**src/core/tscr_defines.vh**
```
`ifndef TSCR_DEFINES_VH
`define TSCR_DEFINES_VH
// *****************************************
// register indexes (byte address = 4*idx)
// *****************************************
`define TSCR_IDX_MODE 10'h000
`define TSCR_IDX_OPCFG 10'h001
`define TSCR_IDX_BUSADDR 10'h002
`define TSCR_IDX_ANACLK 10'h003
`define TSCR_IDX_CHAN 10'h008
`define TSCR_IDX_SCANPAR 10'h019
`define TSCR_IDX_STATUS 10'h01a
// *****************************************
// reset values
// *****************************************
`define TSCR_RST_MODE 8'h01
`define TSCR_RST_OPCFG 8'h09
`define TSCR_RST_BUSADDR 8'h2a
`define TSCR_RST_ANACLK 8'h2b
`define TSCR_RST_CHAN 10'h000
`define TSCR_RST_SCANPAR 5'h00
// fixed bus address when the select pin is low
`define TSCR_FIXED_ADDR 7'h2b
// *****************************************
// mode register bits
// *****************************************
`define TSCR_M_RXREQ 7
`define TSCR_M_TXREQ 6
`define TSCR_M_SCAN 5
`define TSCR_M_STNBY 4
`define TSCR_M_RXDIG 3
`define TSCR_M_TXDIG 2
`define TSCR_M_RDSEN 1
`define TSCR_M_BYPASS 0
// *****************************************
// operation register bits
// *****************************************
`define TSCR_O_SWRST 7
`define TSCR_O_RECAL 6
`define TSCR_O_FMONO 5
`define TSCR_O_TXMONO 4
`define TSCR_O_TC 3
`define TSCR_O_RDSTOG 2
`define TSCR_O_TMO_HI 1
`define TSCR_O_TMO_LO 0
// other field positions
`define TSCR_B_THRMSB 7
`define TSCR_A_BBRST 5
// *****************************************
// resolved modes
// *****************************************
`define TSCR_MODE_IDLE 2'h0
`define TSCR_MODE_RX 2'h1
`define TSCR_MODE_TX 2'h2
`define TSCR_MODE_STBY 2'h3
// *****************************************
// timing: clock rate and idle timeouts
// *****************************************
`define TSCR_CLK_HZ 200000000
`define TSCR_SEC_PER_MIN 16'h003c
`define TSCR_TMO_0_MIN 16'h0001
`define TSCR_TMO_1_MIN 16'h0003
`define TSCR_TMO_2_MIN 16'h0005
`define TSCR_TMO_NEVER 2'h3
`define TSCR_TMO_SEL0 2'h0
`define TSCR_TMO_SEL1 2'h1
`define TSCR_SYNC_SETTLE 2'h3
`endif

```
**src/core/tscr_regs.v**
```verilog
// Function
// [RULE1] rx audio digital when bit set
// [RULE2] tx audio digital when bit set
// [RULE3] bypass picks programmed channel, else scan
// [RULE4] rx beats tx beats standby
// [RULE5] soft reset restores all defaults
// [RULE6] recal holds fsm reset, reruns calibration
// [RULE7] force rx mono when bit set
// [RULE8] tx mono when bit set
// [RULE9] emphasis 75us when set, 50us clear
// [RULE10] group send after current group, rds on
// [RULE11] idle timeout 1,3,5 minutes or never
// [RULE12] bus address bit7 is threshold msb
// [RULE13] bus address fixed or programmed by pin
// [RULE14] scan start clears when scan finishes
// [RULE15] group send toggle detected as change
// [RULE16] written bits read back as written
`timescale 1ns/1ps
`include "tscr_defines.vh"

module tscr_regs #(
  parameter CYC_PER_SEC = `TSCR_CLK_HZ
) (
  input wire pclk,
  input wire presetn,
  input wire psel,
  input wire penable,
  input wire pwrite,
  input wire [11:0] paddr,
  input wire [31:0] pwdata,
  output reg [31:0] prdata,
  output reg pready,
  output reg pslverr,
  input wire addr_select_input,
  input wire [9:0] scan_channel,
  input wire scan_done,
  input wire rds_group_done,
  output reg [1:0] mode,
  output reg scan_start,
  output reg rx_digital_audio_sel,
  output reg tx_digital_audio_sel,
  output reg rds_enable,
  output reg [9:0] channel_index,
  output reg fsm_reset,
  output reg calib_start,
  output reg force_rx_mono,
  output reg tx_mono_select,
  output reg emphasis_time_const,
  output reg rds_fetch,
  output reg [5:0] scan_threshold,
  output reg [6:0] bus_address,
  output reg baseband_reset_n
);

  // ****************************************
  // address decode
  // ****************************************
  // true when a word index holds a register
  function tscr_mapped;
    input [9:0] idx;
    begin
      if (idx == `TSCR_IDX_MODE) begin
        tscr_mapped = 1'b1;
      end else if (idx == `TSCR_IDX_OPCFG) begin
        tscr_mapped = 1'b1;
      end else if (idx == `TSCR_IDX_BUSADDR) begin
        tscr_mapped = 1'b1;
      end else if (idx == `TSCR_IDX_ANACLK) begin
        tscr_mapped = 1'b1;
      end else if (idx == `TSCR_IDX_CHAN) begin
        tscr_mapped = 1'b1;
      end else if (idx == `TSCR_IDX_SCANPAR) begin
        tscr_mapped = 1'b1;
      end else if (idx == `TSCR_IDX_STATUS) begin
        tscr_mapped = 1'b1;
      end else begin
        tscr_mapped = 1'b0;
      end
    end
  endfunction

  localparam [31:0] CYC_SEC = CYC_PER_SEC;
  localparam [15:0] SEC_T0 = `TSCR_TMO_0_MIN * `TSCR_SEC_PER_MIN;
  localparam [15:0] SEC_T1 = `TSCR_TMO_1_MIN * `TSCR_SEC_PER_MIN;
  localparam [15:0] SEC_T2 = `TSCR_TMO_2_MIN * `TSCR_SEC_PER_MIN;

  wire [9:0] idx = paddr[11:2];
  wire setup = psel & ~penable;
  // writes land only at the completing access edge
  wire wr_en = psel & penable & pwrite & pready;

  reg [7:0] mode_r;
  reg [7:0] opcfg_r;
  reg [7:0] busaddr_r;
  reg [7:0] anaclk_r;
  reg [9:0] chan_r;
  reg [4:0] scanpar_r;
  reg [7:0] mode_nxt;
  reg [7:0] opcfg_nxt;
  reg [7:0] busaddr_nxt;
  reg [7:0] anaclk_nxt;
  reg [9:0] chan_nxt;
  reg [4:0] scanpar_nxt;
  reg [2:0] sync_r;
  reg sel_latched_r;
  reg [1:0] settle_r;
  reg rds_prev_r;
  reg rds_pend_r;
  reg recal_prev_r;
  reg [31:0] cyc_r;
  reg [15:0] sec_r;
  reg tmo_hit_r;
  reg [1:0] mode_res;
  reg [15:0] sec_lim;
  reg [31:0] rd_val;

  // ****************************************
  // register next values
  // ****************************************
  // self updates first, then write data, then soft reset
  always @* begin
    mode_nxt = mode_r;
    opcfg_nxt = opcfg_r;
    busaddr_nxt = busaddr_r;
    anaclk_nxt = anaclk_r;
    chan_nxt = chan_r;
    scanpar_nxt = scanpar_r;
    // [RULE14] scan start self clear
    if (scan_done) begin
      mode_nxt[`TSCR_M_SCAN] = 1'b0;
    end
    // [RULE16] plain read back storage
    if (wr_en) begin
      if (idx == `TSCR_IDX_MODE) begin
        mode_nxt = pwdata[7:0];
      end else if (idx == `TSCR_IDX_OPCFG) begin
        opcfg_nxt = pwdata[7:0];
      end else if (idx == `TSCR_IDX_BUSADDR) begin
        busaddr_nxt = pwdata[7:0];
      end else if (idx == `TSCR_IDX_ANACLK) begin
        anaclk_nxt = pwdata[7:0];
      end else if (idx == `TSCR_IDX_CHAN) begin
        chan_nxt = pwdata[9:0];
      end else if (idx == `TSCR_IDX_SCANPAR) begin
        scanpar_nxt = pwdata[4:0];
      end
    end
    // [RULE5] soft reset to defaults
    if (wr_en && idx == `TSCR_IDX_OPCFG &&
        pwdata[`TSCR_O_SWRST]) begin
      mode_nxt = `TSCR_RST_MODE;
      opcfg_nxt = `TSCR_RST_OPCFG;
      busaddr_nxt = `TSCR_RST_BUSADDR;
      anaclk_nxt = `TSCR_RST_ANACLK;
      chan_nxt = `TSCR_RST_CHAN;
      scanpar_nxt = `TSCR_RST_SCANPAR;
    end
  end

  // register storage
  always @(posedge pclk or negedge presetn) begin
    if (!presetn) begin
      mode_r <= `TSCR_RST_MODE;
      opcfg_r <= `TSCR_RST_OPCFG;
      busaddr_r <= `TSCR_RST_BUSADDR;
      anaclk_r <= `TSCR_RST_ANACLK;
      chan_r <= `TSCR_RST_CHAN;
      scanpar_r <= `TSCR_RST_SCANPAR;
    end else begin
      mode_r <= mode_nxt;
      opcfg_r <= opcfg_nxt;
      busaddr_r <= busaddr_nxt;
      anaclk_r <= anaclk_nxt;
      chan_r <= chan_nxt;
      scanpar_r <= scanpar_nxt;
    end
  end

  // ****************************************
  // apb read path
  // ****************************************
  // read mux; status word shows resolved state
  always @* begin
    rd_val = 32'h0000_0000;
    if (idx == `TSCR_IDX_MODE) begin
      rd_val[7:0] = mode_r;
    end else if (idx == `TSCR_IDX_OPCFG) begin
      rd_val[7:0] = opcfg_r;
    end else if (idx == `TSCR_IDX_BUSADDR) begin
      rd_val[7:0] = busaddr_r;
    end else if (idx == `TSCR_IDX_ANACLK) begin
      rd_val[7:0] = anaclk_r;
    end else if (idx == `TSCR_IDX_CHAN) begin
      rd_val[9:0] = chan_r;
    end else if (idx == `TSCR_IDX_SCANPAR) begin
      rd_val[4:0] = scanpar_r;
    end else if (idx == `TSCR_IDX_STATUS) begin
      rd_val[1:0] = mode;
      rd_val[2] = rds_pend_r;
      rd_val[3] = sel_latched_r;
      rd_val[4] = tmo_hit_r;
    end
  end

  // one wait-free access: data prepared in setup
  always @(posedge pclk or negedge presetn) begin
    if (!presetn) begin
      prdata <= 32'h0000_0000;
      pready <= 1'b0;
      pslverr <= 1'b0;
    end else begin
      pready <= setup;
      pslverr <= setup & ~tscr_mapped(idx);
      if (setup && !pwrite) begin
        prdata <= rd_val;
      end
    end
  end

  // ****************************************
  // address select pin
  // ****************************************
  // three stage sync; second and third must agree
  always @(posedge pclk or negedge presetn) begin
    if (!presetn) begin
      sync_r <= 3'h0;
      settle_r <= 2'h0;
      sel_latched_r <= 1'b0;
    end else begin
      sync_r <= {sync_r[1:0], addr_select_input};
      // [RULE13] strap followed whenever the last two stages agree, once settled
      if (settle_r != `TSCR_SYNC_SETTLE) begin
        settle_r <= settle_r + 2'h1;
      end else if (sync_r[2] == sync_r[1]) begin
        sel_latched_r <= sync_r[2];
        settle_r <= settle_r;
      end
    end
  end

  // ****************************************
  // idle to standby timer
  // ****************************************
  // [RULE11] timeout choice in seconds
  always @* begin
    if (opcfg_r[`TSCR_O_TMO_HI:`TSCR_O_TMO_LO] ==
        `TSCR_TMO_SEL0) begin
      sec_lim = SEC_T0;
    end else if (opcfg_r[`TSCR_O_TMO_HI:`TSCR_O_TMO_LO] ==
        `TSCR_TMO_SEL1) begin
      sec_lim = SEC_T1;
    end else begin
      sec_lim = SEC_T2;
    end
  end

  // counts while neither rx nor tx is requested and fsm_reset is low; never when disabled
  always @(posedge pclk or negedge presetn) begin
    if (!presetn) begin
      cyc_r <= 32'h0000_0000;
      sec_r <= 16'h0000;
      tmo_hit_r <= 1'b0;
    end else if (mode_r[`TSCR_M_RXREQ] ||
        mode_r[`TSCR_M_TXREQ] || fsm_reset ||
        opcfg_r[`TSCR_O_TMO_HI:`TSCR_O_TMO_LO] ==
        `TSCR_TMO_NEVER) begin
      cyc_r <= 32'h0000_0000;
      sec_r <= 16'h0000;
      tmo_hit_r <= 1'b0;
    end else if (!tmo_hit_r) begin
      if (cyc_r == CYC_SEC - 32'h0000_0001) begin
        cyc_r <= 32'h0000_0000;
        sec_r <= sec_r + 16'h0001;
        // [RULE11] expiry after chosen minutes
        tmo_hit_r <= (sec_r + 16'h0001) >= sec_lim;
      end else begin
        cyc_r <= cyc_r + 32'h0000_0001;
      end
    end
  end

  // ****************************************
  // mode resolution
  // ****************************************
  // [RULE4] rx over tx over standby
  always @* begin
    if (mode_r[`TSCR_M_RXREQ]) begin
      mode_res = `TSCR_MODE_RX;
    end else if (mode_r[`TSCR_M_TXREQ]) begin
      mode_res = `TSCR_MODE_TX;
    end else if (mode_r[`TSCR_M_STNBY] || tmo_hit_r) begin
      mode_res = `TSCR_MODE_STBY;
    end else begin
      mode_res = `TSCR_MODE_IDLE;
    end
  end

  // ****************************************
  // rds group send
  // ****************************************
  // a new toggle during a fetch stays pending
  always @(posedge pclk or negedge presetn) begin
    if (!presetn) begin
      rds_prev_r <= 1'b0;
      rds_pend_r <= 1'b0;
      rds_fetch <= 1'b0;
    end else begin
      rds_prev_r <= opcfg_r[`TSCR_O_RDSTOG];
      if (!mode_r[`TSCR_M_RDSEN]) begin
        // [RULE10] rds inactive drops requests
        rds_pend_r <= 1'b0;
        rds_fetch <= 1'b0;
      end else begin
        // [RULE15] any change is one request
        rds_pend_r <= (rds_pend_r & ~rds_group_done) |
          (opcfg_r[`TSCR_O_RDSTOG] ^ rds_prev_r);
        // [RULE10] fetch after current group
        rds_fetch <= rds_pend_r & rds_group_done;
      end
    end
  end

  // ****************************************
  // control outputs
  // ****************************************
  // all outputs registered, from the bank, the strap latch, the timer or scan_channel
  always @(posedge pclk or negedge presetn) begin
    if (!presetn) begin
      mode <= `TSCR_MODE_IDLE;
      scan_start <= 1'b0;
      rx_digital_audio_sel <= 1'b0;
      tx_digital_audio_sel <= 1'b0;
      rds_enable <= 1'b0;
      channel_index <= `TSCR_RST_CHAN;
      fsm_reset <= 1'b0;
      recal_prev_r <= 1'b0;
      calib_start <= 1'b0;
      force_rx_mono <= 1'b0;
      tx_mono_select <= 1'b0;
      emphasis_time_const <= 1'b1;
      scan_threshold <= 6'h00;
      bus_address <= `TSCR_FIXED_ADDR;
      baseband_reset_n <= 1'b1;
    end else begin
      mode <= mode_res;
      scan_start <= mode_r[`TSCR_M_SCAN];
      // [RULE1] rx audio route
      rx_digital_audio_sel <= mode_r[`TSCR_M_RXDIG];
      // [RULE2] tx audio source
      tx_digital_audio_sel <= mode_r[`TSCR_M_TXDIG];
      rds_enable <= mode_r[`TSCR_M_RDSEN];
      // [RULE3] channel source select
      channel_index <= mode_r[`TSCR_M_BYPASS] ?
        chan_r : scan_channel;
      // [RULE6] fsm held while recal set
      fsm_reset <= opcfg_r[`TSCR_O_RECAL];
      recal_prev_r <= opcfg_r[`TSCR_O_RECAL];
      // [RULE6] rerun power up on release
      calib_start <= recal_prev_r & ~opcfg_r[`TSCR_O_RECAL];
      // [RULE7] forced rx mono
      force_rx_mono <= opcfg_r[`TSCR_O_FMONO];
      // [RULE8] tx stereo or mono
      tx_mono_select <= opcfg_r[`TSCR_O_TXMONO];
      // [RULE9] emphasis 50 or 75 us
      emphasis_time_const <= opcfg_r[`TSCR_O_TC];
      // [RULE12] threshold msb from bus addr
      scan_threshold <= {busaddr_r[`TSCR_B_THRMSB], scanpar_r};
      // [RULE13] fixed or programmed address
      bus_address <= sel_latched_r ? busaddr_r[6:0] :
        `TSCR_FIXED_ADDR;
      baseband_reset_n <= anaclk_r[`TSCR_A_BBRST];
    end
  end

endmodule

```
**config.mk**
```make
export PLATFORM = sky130hd
export DESIGN_NAME = tscr_regs
export DESIGN_NICKNAME = d
export VERILOG_FILES = /design/src/core/tscr_regs.v
export VERILOG_INCLUDE_DIRS = /design/src /design/src/core
export SDC_FILE = /design/constraint.sdc
export NUM_CORES = 1
export LEC_CHECK = 0
export BUFFER_PORTS_ARGS = -buffer_cell sky130_fd_sc_hd__buf_2
export CELL_PAD_IN_SITES_DETAIL_PLACEMENT = 1
export CELL_PAD_IN_SITES_GLOBAL_PLACEMENT = 1
export CORE_ASPECT_RATIO = 2
export CORE_MARGIN = 4
export CORE_UTILIZATION = 39
export DETAILED_ROUTE_END_ITERATION = 8
export PLACE_DENSITY = 0.72
export SYNTH_ARGS = -nofsm -noshare
export SYNTH_HDL_FRONTEND = slang
export SYNTH_SLANG_ARGS = --single-unit
```
**constraint.sdc**
```tcl
create_clock -name pclk -period 2.4 [get_ports pclk]
set_input_delay 0 -clock pclk [delete_from_list [all_inputs] [get_ports pclk]]
set_output_delay 0 -clock pclk [all_outputs]
set_load 0.01 [all_outputs]
```
==> impl_metrics.csv <==
group,metric,value,unit
floorplanning,coreArea,0.0183,sq mm
power_and_ir_drop,seqPwrFrac,44.7,%
finish,nNetsFinal,896,
grt,gr-usage-all-layers,21.1,%
sta,max_freq,444,MHz
sta,worst_pin_slew,0.886,ns
worst_setup_path,worstSetupPathType,"reg2reg",
worst_hold_path,hold_class,"in2reg",
route,dr_total_vias,5738,
route,vias_per_cell,5.43,
finish,num-fill-cells,2034,
worst_setup_path,r2r_start,"cyc_r[0]$_DFFE_PN0P_",
clocking,clk_latency,0.42,ns
floorplanning,io_pins,132,
grt,grt_antenna_before_repair,0,
sta,slew_violations,0,
yosys,ys_ff_latch,152,
yosys,synth_enable_flop_cells,0,
yosys,yosys-top-cells-count,"dfrtp_1 (136), nor2_1 (92), nand2_1 (62)",
power_and_ir_drop,p_comb_share,4.8,%
clocking,cts_tree,"yes",
floorplanning,die_h,201,microns
worst_setup_path,max_stage_delay,0.63,ns
floorplanning,dieArea,0.0211,sq mm
yosys,ys_seq_area_share,52.5,%
finish,instances_no_fill,1056,
worst_setup_path,cp-startpoint,"cyc_r[0]$_DFFE_PN0P_",
yosys,synth_warnings,0,
sta,fin_skew,0.0103,ns
floorplanning,die_x,105,microns
grt,overflow,0,
sta,slew_headroom,40.9,%
grt,grt_start_max_net_pins,66,
clocking,cts_max_level,4,
sta,setup_viol,0,
worst_setup_path,cp_max_fo,4,
clocking,root_buffer,"clkbuf_16",
route,first_iter_violations,187,
yosys,synth_ff_type,"dfrtp_1",
placement,gp_congestion,0.823,
worst_setup_path,cp-start-kind,"flop",
finish,register_area,0.00382,sq mm
sta,finalHoldViolCount,0,
yosys,synthesis.area,0.00729,sq mm
sta,min_period,2.25,ns
power_and_ir_drop,p_per_area,654,mW/mm^2
sta,grt_setup_unrepaired,"no",
finish,diodes,0,
clocking,cts_sinks,152,
placement,portBuffers,85,
placement,dp.cells,997,
worst_setup_path,endpoint_kind,"flop",
yosys,synth_cells,703,
worst_setup_path,crit_chain,"ha_1 -> nand3_1 -> or2_1 -> nor4b_1 -> and4_1 -> xnor2_1 -> nor2_1",
route,drcViolationCount,0,
placement,detailed_place_hpwl,16100,microns
power_and_ir_drop,switchingPower,1270,uW
worst_setup_path,worstSetupEndpoint,"cyc_r[26]$_DFFE_PN0P_",
job,drv_cap,0,
grt,first_global_vias,6597,
worst_setup_path,worstPathRequired,2.66,ns
yosys,post-synth-top-count-cell,"dfrtp_1",
route,wl_per_cell,20.5,microns
power_and_ir_drop,irDropWorstVdd,501,uV
yosys,synthDistinctLibCells,62,
worst_setup_path,critical-path-top-delay-family,"simple AND/OR/NAND/NOR gates",
route,antenna_left,0,
worst_setup_path,r2r_setup_slack,0.15,ns
grt,grt_pass1_wl,34900,microns
worst_setup_path,cp.depth,7,
worst_setup_path,rr_worst_depth,7,
worst_setup_path,slowest_stage,"nor4b_1",
power_and_ir_drop,internal-power,4560,uW
yosys,yosysTopAreaCell,"dfrtp_1",
clocking,path_clk_slew,0.06,ns
outcome,status,"complete, no violations",
route,wl,21600,microns
sta,finalCritPeriodShare,93.9,%
finish,multi_input_area,0.00320,sq mm
yosys,netlist.area_leader.share,46.7,%
floorplanning,rows,70,
yosys,avgSynthCellArea,10.4,sq um
route,first_pass_iters,4,
clocking,cts.path.max_buffers,2,
yosys,async_flop_share,100,%
finish,syn2layout_area_growth,22.4,%
floorplanning,start_util,39.8,%
power_and_ir_drop,p_sw_share,21.8,%
worst_setup_path,timing.rr.end,"cyc_r[26]$_DFFE_PN0P_",
clocking,cts_made_buffers,17,
worst_setup_path,cp_num_buf_inv,0,
yosys,synthTopCellsByArea,"dfrtp_1 (47%), dfstp_2 (5.8%), mux2i_1 (4.9%)",
power_and_ir_drop,p_leak,0.00419,uW
sta,whs,0.0244,ns
worst_setup_path,arrival,2.51,ns
power_and_ir_drop,clkPwrFrac,50.5,%
finish,drive_gt1_share,22.5,%
==> through the flow <==
step	utilization [%]	setup slack, ns	instance area (sq um)	TNS [ns]	total power [uW]
after detailed placement	43.6	-0.0134	7970	-0.0134	2900
after floorplan	-	0.0973	7370	0	2770
final	48.7	0.145	8920	0	5830
after global routing	48.7	0.00947	8920	0	6040
after CTS	48.6	0.000890	8890	0	5890
after global placement	43.6	0.114	7970	0	2890
==> registers in the layout (all words and copies together), names as in the netlist, 2 cells and up <==
| signal | cells |
|---|---|
| cyc_r | 32 |
| sec_r | 16 |
| chan_r | 10 |
| channel_index | 10 |
| prdata | 10 |
| anaclk_r | 8 |
| busaddr_r | 8 |
| mode_r | 8 |
| opcfg_r | 8 |
| bus_address | 7 |
| scan_threshold | 6 |
| scanpar_r | 5 |
| sync_r | 3 |
| mode | 2 |
| settle_r | 2 |
==> layout make-up <==
class / instances / area share (%)
Tap cell: 216 / 3.03
Timing Repair Buffer: 137 / 10.4
Sequential cell: 152 / 42.9
Clock inverter: 13 / 2.44
Multi-Input combinational cell: 506 / 35.9
Inverter: 13 / 0.547
Clock buffer: 19 / 4.85
==> worst min-delay path by stage <==
stage | slack [ns] | endpoint | cells after the start | from
after floorplan | -0.30 | anaclk_r[2]$_DFFE_PN0P_ | 0 | presetn
after global placement | 0.02 | chan_r[5]$_DFFE_PN0P_ | 1 | presetn
after detailed placement | 0.03 | channel_index[3]$_DFF_PN0_ | 1 | presetn
after CTS | 0.01 | prdata[0]$_DFFE_PN0P_ | 4 | paddr[8]
after global routing | 0.03 | prdata[0]$_DFFE_PN0P_ | 4 | paddr[8]
final | 0.02 | prdata[0]$_DFFE_PN0P_ | 4 | paddr[8]
==> power groups by stage <==
stage	clock [uW]	combinational (uW)	sequential (uW)
finish	2940	279	2610
global route	3130	307	2610
CTS	3000	281	2610
detailed placement	0	248	2650
global placement	0	241	2650
floorplan	0	108	2660
==> logic make-up after synthesis <==
kind of cell	count (synthesis)	synth area share, %
AO/OA/AOI/OAI	82	7.52
flip-flops	152	52.5
multiplexers	50	7.11
other	1	0.0515
AND/OR/NAND/NOR	293	20.3
XOR/XNOR	52	6.25
buffers and inverters	66	5.06
adder cells (fa/ha/maj)	7	1.20
==> metal layers <==
layer	GRT usage (%)	share of wire [%]	up-vias
li1	-	-	2640
met1	19.5	32	2932
met2	43.1	61	119
met3	3.53	2.4	47
met4	10.2	4.2	0
met5	0	0	-
==> worst min-delay path, delay by kind of cell <==
kind            cells  cell delay [ns]
buf+inv             1             0.11
simple gates        2             0.19
compound gates      1             0.10
==> cells in the final DEF, fill, tap and decap left out, types with 12 or more instances in the layout <==
cell           netlist  layout
xor2_1              39      39
a21oi_1             22      22
dlygate4sd3_1        0      26
inv_1               13      13
o21ai_0             22      21
conb_1               1      22
buf_2                9      84
nand4_1             15      15
nand3_1             43      42
mux2i_1             36      36
dfstp_2             16      16
nand2_1             62      62
and4_1              12      12
dfrtp_1            136     136
xnor2_1             13      13
mux2_2              14      14
clkbuf_16            0      17
nor2_1              92      91
buf_4               23      23
==> repair_timing <==
| item | in CTS | in global routing |
|---|---|---|
| endpoints found under the setup margin | 1 | 1 |
| gates cloned | 0 | 0 |
| setup buffers | 0 | 1 |
| hold endpoints to repair | 120 | 0 |
| pin swaps | 0 | 2 |
| gates resized for setup | 1 | 5 |
| hold buffers | 26 | 0 |
Note: power is estimated with default switching activity, not from simulation.
